--- config.mk ---
export PLATFORM = sky130hd
export DESIGN_NAME = pchb_core
export DESIGN_NICKNAME = d
export VERILOG_FILES = /design/src/rtl/pchb_pkg.sv /design/src/rtl/pchb_bridge.sv /design/src/rtl/pchb_core.sv
export SDC_FILE = /design/constraint.sdc
export NUM_CORES = 1
export LEC_CHECK = 0
export BUFFER_PORTS_ARGS = -buffer_cell sky130_fd_sc_hd__buf_4
export CORE_UTILIZATION = 50
export DETAILED_ROUTE_END_ITERATION = 8
export PLACE_DENSITY = 0.77
export SLEW_MARGIN = 5
export SYNTH_ARGS = -nofsm -noshare
export SYNTH_HDL_FRONTEND = slang
export SYNTH_HIERARCHICAL = 1
export SYNTH_SLANG_ARGS = --single-unit
--- constraint.sdc ---
create_clock -name sys_clk_i -period 3.2 [get_ports sys_clk_i]
set_input_delay 0.64 -clock sys_clk_i [delete_from_list [all_inputs] [get_ports sys_clk_i]]
set_output_delay 0.64 -clock sys_clk_i [all_outputs]
set_load 0.01 [all_outputs]
--- src/rtl/pchb_pkg.sv ---
//////////////////////////////////////////////////////////////////////////////
// Purpose : shared constants for the pfc / half-bridge sequencer
// Assumes : 250 MHz system clock
// Notes   : times in their own units, cycle counts derived from them
//////////////////////////////////////////////////////////////////////////////
package pchb_pkg;
    localparam int CLK_MHZ         = 250;
    localparam int WATCHDOG_US     = 180;
    localparam int BLANK_NS        = 110;
    localparam int DEAD_NS         = 785;
    // watchdog is a least time: whole cycles
    localparam int WATCHDOG_CYC    = WATCHDOG_US * CLK_MHZ;
    // blanking is a least time: round up
    localparam int BLANK_CYC       = (BLANK_NS * CLK_MHZ + 999) / 1000;
    // dead time is a least time: round up
    localparam int DEAD_CYC        = (DEAD_NS * CLK_MHZ + 999) / 1000;
    localparam int TIMER_W         = 16;
    localparam logic [15:0] TIMER_ZERO = 16'h0000;
endpackage : pchb_pkg

--- src/rtl/pchb_bridge.sv ---
//////////////////////////////////////////////////////////////////////////////
// Purpose : half-bridge drive with divide-by-two and dead time
// Assumes : osc_tick_i is a one-cycle pulse per oscillator period
// Notes   : outputs registered
//////////////////////////////////////////////////////////////////////////////
`timescale 1ns/1ps
`default_nettype none
module pchb_bridge #(
    parameter int DEAD_CYC = pchb_pkg::DEAD_CYC
) (
    input  wire logic sys_clk_i,
    input  wire logic reset_i,
    input  wire logic run_i,
    input  wire logic osc_tick_i,
    input  wire logic boost_ok_i,
    output logic      bridge_low_drive_o,
    output logic      bridge_high_drive_o
);
    initial begin
        if (DEAD_CYC < 1 || DEAD_CYC > 65535)
        begin
            $error("DEAD_CYC out of range");
        end
    end

    typedef struct packed {
        logic        phase;
        logic [15:0] dead;
        logic        lo;
        logic        hi;
    } pchb_br_t;

    pchb_br_t st_reg;
    pchb_br_t st_next;

    always_comb
    begin
        st_next = st_reg;
        if (!run_i)
        begin
            st_next = '0;
        end
        else
        begin
            // divided clock toggles each oscillator period
            if (osc_tick_i)
            begin
                st_next.phase = ~st_reg.phase;
                st_next.dead  = 16'(DEAD_CYC);
            end
            else if (st_reg.dead != pchb_pkg::TIMER_ZERO)
            begin
                st_next.dead = st_reg.dead - 16'h0001;
            end
            // both off during dead time, else complementary halves
            st_next.lo = (st_next.dead == pchb_pkg::TIMER_ZERO) && !st_next.phase;
            st_next.hi = (st_next.dead == pchb_pkg::TIMER_ZERO) && st_next.phase
                         && boost_ok_i;
        end
    end

    always_ff @(posedge sys_clk_i or posedge reset_i)
    begin
        if (reset_i)
        begin
            st_reg <= '0;
        end
        else
        begin
            st_reg <= st_next;
        end
    end

    assign bridge_low_drive_o  = st_reg.lo;
    assign bridge_high_drive_o = st_reg.hi;
endmodule : pchb_bridge
`default_nettype wire

--- src/rtl/pchb_core.sv ---
//////////////////////////////////////////////////////////////////////////////
// Purpose : pfc critical-conduction pulse control plus half-bridge sequencing
// Assumes : all comparator flags already synchronous to sys_clk_i
// Notes   : one clock; watchdog length is a parameter for simulation
//////////////////////////////////////////////////////////////////////////////
`timescale 1ns/1ps
`default_nettype none
// How it works
// - new pfc cycle starts when armed zero-cross detector sees fall below trigger
// - detector arms only when winding rises above arming level after turn-off
// - no pulse for watchdog interval starts a pulse anyway
// - watchdog clears at each pulse start and during feedback undervoltage
// - feedback undervoltage keeps the whole controller disabled
// - overvoltage suppresses pfc pulses until it clears
// - current limit ends the pulse, evaluated each cycle
// - current limit ignored during leading-edge blanking
// - half-bridge timing is oscillator divided by two
// - half-bridge fixed 50% duty, drives complementary
// - dead time with both drives off at every transition
// - each drive on a little under half the period
// - half-bridge stays off until first pfc pulse after enable
// - high drive only while boost supply is above its threshold
// - ramp peak ends pulse; ramp held discharged until next cycle
module pchb_core #(
    parameter int WATCHDOG_CYC = pchb_pkg::WATCHDOG_CYC,
    parameter int BLANK_CYC    = pchb_pkg::BLANK_CYC,
    parameter int DEAD_CYC     = pchb_pkg::DEAD_CYC
) (
    input  wire logic sys_clk_i,
    input  wire logic reset_i,
    input  wire logic zcd_above_arm_i,
    input  wire logic zcd_above_trig_i,
    input  wire logic feedback_uv_i,
    input  wire logic feedback_ov_i,
    input  wire logic current_limit_i,
    input  wire logic ramp_peak_i,
    input  wire logic boost_ok_i,
    input  wire logic osc_tick_i,
    output logic      pfc_drive_o,
    output logic      ramp_discharge_o,
    output logic      bridge_low_drive_o,
    output logic      bridge_high_drive_o
);
    initial
    begin
        if (WATCHDOG_CYC < 2 || WATCHDOG_CYC > 65535)
        begin
            $error("WATCHDOG_CYC out of range");
        end
        if (BLANK_CYC < 1 || BLANK_CYC > 65535)
        begin
            $error("BLANK_CYC out of range");
        end
        if (DEAD_CYC < 1 || DEAD_CYC > 65535)
        begin
            $error("DEAD_CYC out of range");
        end
    end

    ////////////////////////////////////////////////////////////////////////////
    typedef enum logic [1:0] {
        PCHB_OFF  = 2'b00,
        PCHB_ON   = 2'b01,
        PCHB_WAIT = 2'b10
    } pchb_state_t;

    typedef struct packed {
        pchb_state_t state;
        logic        armed;
        logic        trig_prev;
        logic [15:0] wdog;
        logic [15:0] blank;
        logic        bridge_run;
        logic        drive;
        logic        discharge;
    } pchb_core_t;

    // idle image: drives off, ramp held discharged
    localparam pchb_core_t CORE_IDLE = '{
        state:      PCHB_OFF,
        armed:      1'b0,
        trig_prev:  1'b0,
        wdog:       pchb_pkg::TIMER_ZERO,
        blank:      pchb_pkg::TIMER_ZERO,
        bridge_run: 1'b0,
        drive:      1'b0,
        discharge:  1'b1
    };

    // last watchdog count before a forced start, first blanking count
    localparam logic [15:0] WDOG_TOP   = 16'(WATCHDOG_CYC - 1);
    localparam logic [15:0] BLANK_LOAD = 16'(BLANK_CYC - 1);

    pchb_core_t st_reg;
    pchb_core_t st_next;
    logic       start_pulse;
    logic       end_pulse;
    logic       zc_fall;
    logic       wdog_full;
    logic       blank_done;
    logic       bridge_run;

    ////////////////////////////////////////////////////////////////////////////
    // one step down toward zero, holding at zero
    function automatic logic [15:0] pchb_step_down(input logic [15:0] value);
        if (value == pchb_pkg::TIMER_ZERO)
        begin
            return value;
        end
        return value - 16'h0001;
    endfunction : pchb_step_down

    // one step up toward top, holding at top
    function automatic logic [15:0] pchb_step_up(input logic [15:0] value,
                                                input logic [15:0] top);
        if (value == top)
        begin
            return value;
        end
        return value + 16'h0001;
    endfunction : pchb_step_up

    ////////////////////////////////////////////////////////////////////////////
    always_comb
    begin
        st_next           = st_reg;
        st_next.trig_prev = zcd_above_trig_i;
        wdog_full         = (st_reg.wdog == WDOG_TOP);
        blank_done        = (st_reg.blank == pchb_pkg::TIMER_ZERO);
        zc_fall     = st_reg.armed && st_reg.trig_prev && !zcd_above_trig_i;
        start_pulse = 1'b0;
        end_pulse   = 1'b0;
        if (feedback_uv_i)
        begin
            st_next           = CORE_IDLE;
            st_next.trig_prev = zcd_above_trig_i;
        end
        else
        begin
            // watchdog counts enabled time, holds at its top
            st_next.wdog = pchb_step_up(st_reg.wdog, WDOG_TOP);
            case (st_reg.state)
                PCHB_OFF, PCHB_WAIT:
                begin
                    // arm only after rise at switch turn-off
                    if (zcd_above_arm_i)
                    begin
                        st_next.armed = 1'b1;
                    end
                    if (!feedback_ov_i && (zc_fall || wdog_full))
                    begin
                        start_pulse = 1'b1;
                    end
                end
                PCHB_ON:
                begin
                    // blanking runs down over the pulse
                    st_next.blank = pchb_step_down(st_reg.blank);
                    if (feedback_ov_i || ramp_peak_i ||
                        (current_limit_i && blank_done))
                    begin
                        end_pulse = 1'b1;
                    end
                end
                default:
                begin
                    st_next.state = PCHB_OFF;
                end
            endcase
            if (start_pulse)
            begin
                st_next.state      = PCHB_ON;
                st_next.wdog       = pchb_pkg::TIMER_ZERO;
                st_next.blank      = BLANK_LOAD;
                st_next.armed      = 1'b0;
                st_next.drive      = 1'b1;
                st_next.discharge  = 1'b0;
                st_next.bridge_run = 1'b1;
            end
            else if (end_pulse)
            begin
                st_next.state     = PCHB_WAIT;
                st_next.drive     = 1'b0;
                st_next.discharge = 1'b1;
            end
            else if (st_reg.state != PCHB_ON)
            begin
                st_next.discharge = 1'b1;
            end
        end
    end

    ////////////////////////////////////////////////////////////////////////////
    always_ff @(posedge sys_clk_i or posedge reset_i)
    begin
        if (reset_i)
        begin
            st_reg <= CORE_IDLE;
        end
        else
        begin
            st_reg <= st_next;
        end
    end

    ////////////////////////////////////////////////////////////////////////////
    assign pfc_drive_o      = st_reg.drive;
    assign ramp_discharge_o = st_reg.discharge;
    // undervoltage stops the bridge at the next edge, together with the pfc drive
    assign bridge_run       = st_reg.bridge_run && !feedback_uv_i;

    pchb_bridge #(
        .DEAD_CYC (DEAD_CYC)
    ) u_bridge (
        .sys_clk_i           (sys_clk_i),
        .reset_i             (reset_i),
        .run_i               (bridge_run),
        .osc_tick_i          (osc_tick_i),
        .boost_ok_i          (boost_ok_i),
        .bridge_low_drive_o  (bridge_low_drive_o),
        .bridge_high_drive_o (bridge_high_drive_o)
    );
endmodule : pchb_core
`default_nettype wire

After elaboration in Yosys (flattened, before gate mapping) --
Cells that the tools add are included.
Storage, ports and cells: bits in registers 58, output and inout bits 4, input bits 10
Operators by class: $add $sub $neg 3, reductions and logical operators 29, bitwise gates (word level) 1, equality and inequality tests 7, muxes and demuxes 33
Operator list (number):
- 16-bit two-way mux | 6
- 35-bit two-way mux | 1
- 33-bit two-way mux | 1
- 16-bit zero test | 2
- 16-bit by 1-bit subtractor with 16-bit output (second input constant) | 2
- 1-bit two-way mux | 19
- 19-bit two-way mux | 1
- 16-bit by 1-bit adder with 16-bit output (second input constant) | 1
- 16-bit equality test (second input constant) | 1
- 16-bit nonzero test | 1
- 3-bit nonzero test | 4
- 1-bit logical AND | 8
- 2-bit two-way mux | 4
- 4-bit by 3-bit inequality test with 1-bit output (second input constant) | 2
- 1-bit zero test | 4
- 4-bit by 1-bit inequality test with 1-bit output (second input constant) | 1
- 2-bit AND reduction | 2
- 4-bit nonzero test | 1
- 1-bit logical OR | 3
- 3-bit two-way mux | 1
- 3-bit OR reduction | 1
- 2-bit by 1-bit equality test with 1-bit output (second input constant) | 1
- 2-bit equality test (second input constant) | 1
- 2-bit zero test | 1
- other kinds (4) | 4

Logic depth before layout (Yosys ltp) --
depth after elaboration 9, mapped depth 8

By module --
The synthesis kept the hierarchy.
Modules (own cells, without submodules):
- pchb_core | area each 2143.3 µm², seq. area each 977.2 µm², instances 1, cells each 222
- pchb_bridge | area each 1166.1 µm², seq. area each 475.5 µm², instances 1, cells each 130

Worst setup path after synthesis --
OpenSTA, ideal clock, no wires.
path kind register -> register, start point register u_bridge/st_reg[2] (netlist name), end point register u_bridge.st_reg (netlist bit u_bridge/bridge_high_drive_o), path buffers 0, arrival 2.434 ns, clock period less this slack 2.534 ns, required time 3.099 ns, cell stages (with the launch flop) 9, slack 0.666 ns, path through dfrtp_1 -> inv_1 -> ha_1 -> or4b_4 -> or3_1 -> or4b_1 -> o31ai_1 -> a311oi_1 -> nor4_1
RTL lines:
- start: declaration | RTL line pchb_bridge.sv:33 | pchb_br_t st_reg;
- start signal: assignment | RTL line pchb_bridge.sv:70 | st_reg <= st_next;

==> impl_metrics.ini <==
[outcome]
status = completed

[sta]
slew_headroom = 0.378
setup_viol = 0
fin_setup_tns_ns = 0
final_hold_viol_count = 0
slew_violations = 0
skew_ns = 0.00646
fmax_ghz = 0.356
worst_pin_slew_ns = 0.932
rsz0062_at_grt = false
layout_setup_ws_ns = 0.394
min_period_ns = 2.81
fin_crit_sh = 0.877

[clocking]
postCtsSetupRepairBufs = 0
cts.clk_slew.worst_paths_ns = 0.07
h-tree-depth = 3
cts_root_buffer = clkbuf_8
ctsHoldBuffers = 0
cts_resized = 0
cts_buffer_depth = 2
clock-sinks = 58
cts_tree = yes
clock_latency_ns = 0.33
numCtsBuffers = 9

[critical_path]
end_kind = register
r2r_end = u_bridge/bridge_low_drive_o
rrSetupSlack_ns = 0.39
critPathMaxFanout = 8
worstPathRequired_ns = 3.43
crit_path_start_kind = register
worstSetupPathType = reg -> reg
r2r_start = u_bridge/st_reg[2]
rr_worst_depth = 8
cp.arrival_ns = 3.03

[synthesis]
ys_ff_latch = 58
synthAdderAreaFrac = 0.0113
synth_top_family_by_area = simple AND/OR/NAND/NOR gates
synth.area.mux_share = 0.00907
async_flop_share = 1.00
syn_avg_cell_area_um2 = 9.40
synthFlopType = dfrtp_1
synthesis.area_um2 = 3310
yosys.area_share.simple = 0.307
synth-edff-count = 0
syn_inst = 352
synth_nets = 365
synth_xor_area_frac = 0.0556
synth.yosys.seq_area_share = 0.439
synth-compound-area-share = 0.144
ys_types = 57
yosys_warnings = 6

[finish]
utilization = 0.576
fill_cells = 553
finalNetCount = 382
drive_gt1_frac = 0.118
area_growth_pct = 11.1
antenna_cells = 0
largest_register_ffs = 37

[place]
gp_congestion = 0.913
io_buffers = 13
place_ws_ns = 0.415
place.detailed.hpwl_mm = 4.75

[detailed_routing]
drt_iter0_markers = 131
vias = 2818
wl_mm = 6.98
dr.pass1.iters = 4
viasPerCell = 6.25
wl_per_cell_um = 15.5
drc = 0
ant_nets = 0

[global_routing]
grt_pass1_vias = 2637
grt_start_max_net_pins = 40
antenna_found_initial = 0
grtUsageTotal = 0.215
overflow = 0
grt_pass1_wl_mm = 12.1

[floorplanning]
die_area_um2 = 6950
start_util = 0.518
die_h_um = 83.4
io_pins = 14
die_w_um = 83.4
core_area_um2 = 6390
fp-row-count = 29

[power]
ir_worst_vdd_mv = 0.416
pwr_density_cell_nw_per_um2 = 413
p_leak_uw = 0.00151

[hold_path]
hold_class = in -> async

[run]
maxCapViolCount = 0
==> cell usage after synthesis, types with 3 or more instances <==
cell	count	area, um^2
a211oi_1	14	105
a21oi_1	7	35.0
a31oi_1	4	25.0
and2_1	4	25.0
and4_1	3	26.3
buf_2	4	20.0
clkbuf_1	7	26.3
dfrtp_1	57	1430
ha_1	3	37.5
inv_1	13	48.8
mux2i_1	3	30.0
nand2_1	17	63.8
nand2b_1	3	18.8
nand3_1	14	70.1
nand3b_1	3	22.5
nand4_1	7	43.8
nand4b_1	3	26.3
nor2_1	30	113
nor2b_1	4	25.0
nor3_1	26	130
nor4_1	11	68.8
nor4b_1	3	26.3
o21a_1	3	22.5
o21ai_0	12	60.1
o21bai_1	3	22.5
o22ai_1	3	18.8
o31ai_1	7	52.6
or3_1	13	81.3
or4_1	15	113
or4b_1	3	30.0
xnor2_1	14	123
xor2_1	7	61.3
==> placed cells by master, fill, tap and decap left out, types with 3 or more instances in the layout <==
cell,count
a21oi_1,7
nor4b_1,3
nand2b_1,3
and2_1,4
o21a_1,3
nor2b_1,4
or4b_1,3
nor2_1,30
o22ai_1,3
ha_1,3
clkinv_2,3
o31ai_1,7
or4_1,15
o21ai_0,12
nand2_1,17
nor3_1,26
xor2_1,7
a31oi_1,4
nand4b_1,3
mux2i_1,3
nor4_1,11
buf_4,19
nand3b_1,3
dfrtp_1,57
inv_1,13
o21bai_1,3
xnor2_1,14
and4_1,3
clkbuf_8,9
nand4_1,7
nand3_1,14
or3_1,13
a211oi_1,14
==> worst max-delay path: stages, from the launching register on <==
cell,delay [ns]
dfrtp_1,0.40
inv_1,0.11
ha_1,0.30
or4b_4,0.53
or3_1,0.36
or4b_1,0.48
o31ai_1,0.09
a311oi_1,0.10
nor4_1,0.33
==> kinds of logic after synthesis <==
logic type,Yosys count
muxes,3
xor gates and xnor gates,21
buffers and inverters,26
AOI/OAI and AO/OA,69
adders and majority gates,3
and+or+nand+nor,172
DFF,58
==> power breakdown <==
part | switching, uW | internal, uW
combinational | 70.3 | 36.5
clock | 303 | 357
sequential | 10.9 | 742
==> how the worst max path moves through the flow <==
| stage | from | end | cells after the start |
|---|---|---|---|
| final | u_bridge/st_reg[2] | u_bridge/bridge_low_drive_o | 8 |
| after global routing | u_bridge/st_reg[2] | u_bridge/bridge_low_drive_o | 8 |
| after CTS | u_bridge/st_reg[2] | u_bridge/bridge_low_drive_o | 8 |
| after detailed placement | u_bridge/st_reg[2] | u_bridge/bridge_high_drive_o | 8 |
| after global placement | u_bridge/st_reg[2] | u_bridge/bridge_low_drive_o | 8 |
| after floorplan | u_bridge/st_reg[2] | u_bridge/bridge_high_drive_o | 8 |
==> layer usage <==
| metal | vias up | global-route usage | wire length (um) |
|---|---|---|---|
| li1 | 1368 | - | - |
| met1 | 1383 | 0.289 | 3350 |
| met2 | 58 | 0.346 | 3280 |
| met3 | 9 | 0.0497 | 275 |
| met4 | 0 | 0.0674 | 73 |
| met5 | - | 0 | 0 |
==> final cells by class <==
| type | instances | area [um^2] | share of cell area |
|---|---|---|---|
| multi-input cells | 268 | 1740 | 0.474 |
| flip-flops and latches | 58 | 1450 | 0.395 |
| inverters | 13 | 48.8 | 0.0133 |
| clock buffers | 9 | 124 | 0.0337 |
| clock inverters | 7 | 70.1 | 0.0191 |
| repair buffers | 19 | 143 | 0.0388 |
| well taps | 77 | 96.3 | 0.0262 |
==> per-stage QoR <==
stage | std cells | total power [uW] | area (um^2) | hold WS, ns
after floorplan | 352 | 839 | 3310 | 0.456
after global placement | 435 | 870 | 3480 | 0.472
after detailed placement | 435 | 873 | 3480 | 0.477
after CTS | 451 | 1530 | 3680 | 0.414
after global routing | 451 | 1580 | 3680 | 0.403
final | 451 | 1520 | 3680 | 0.426
(Power assumes the default switching activity.)
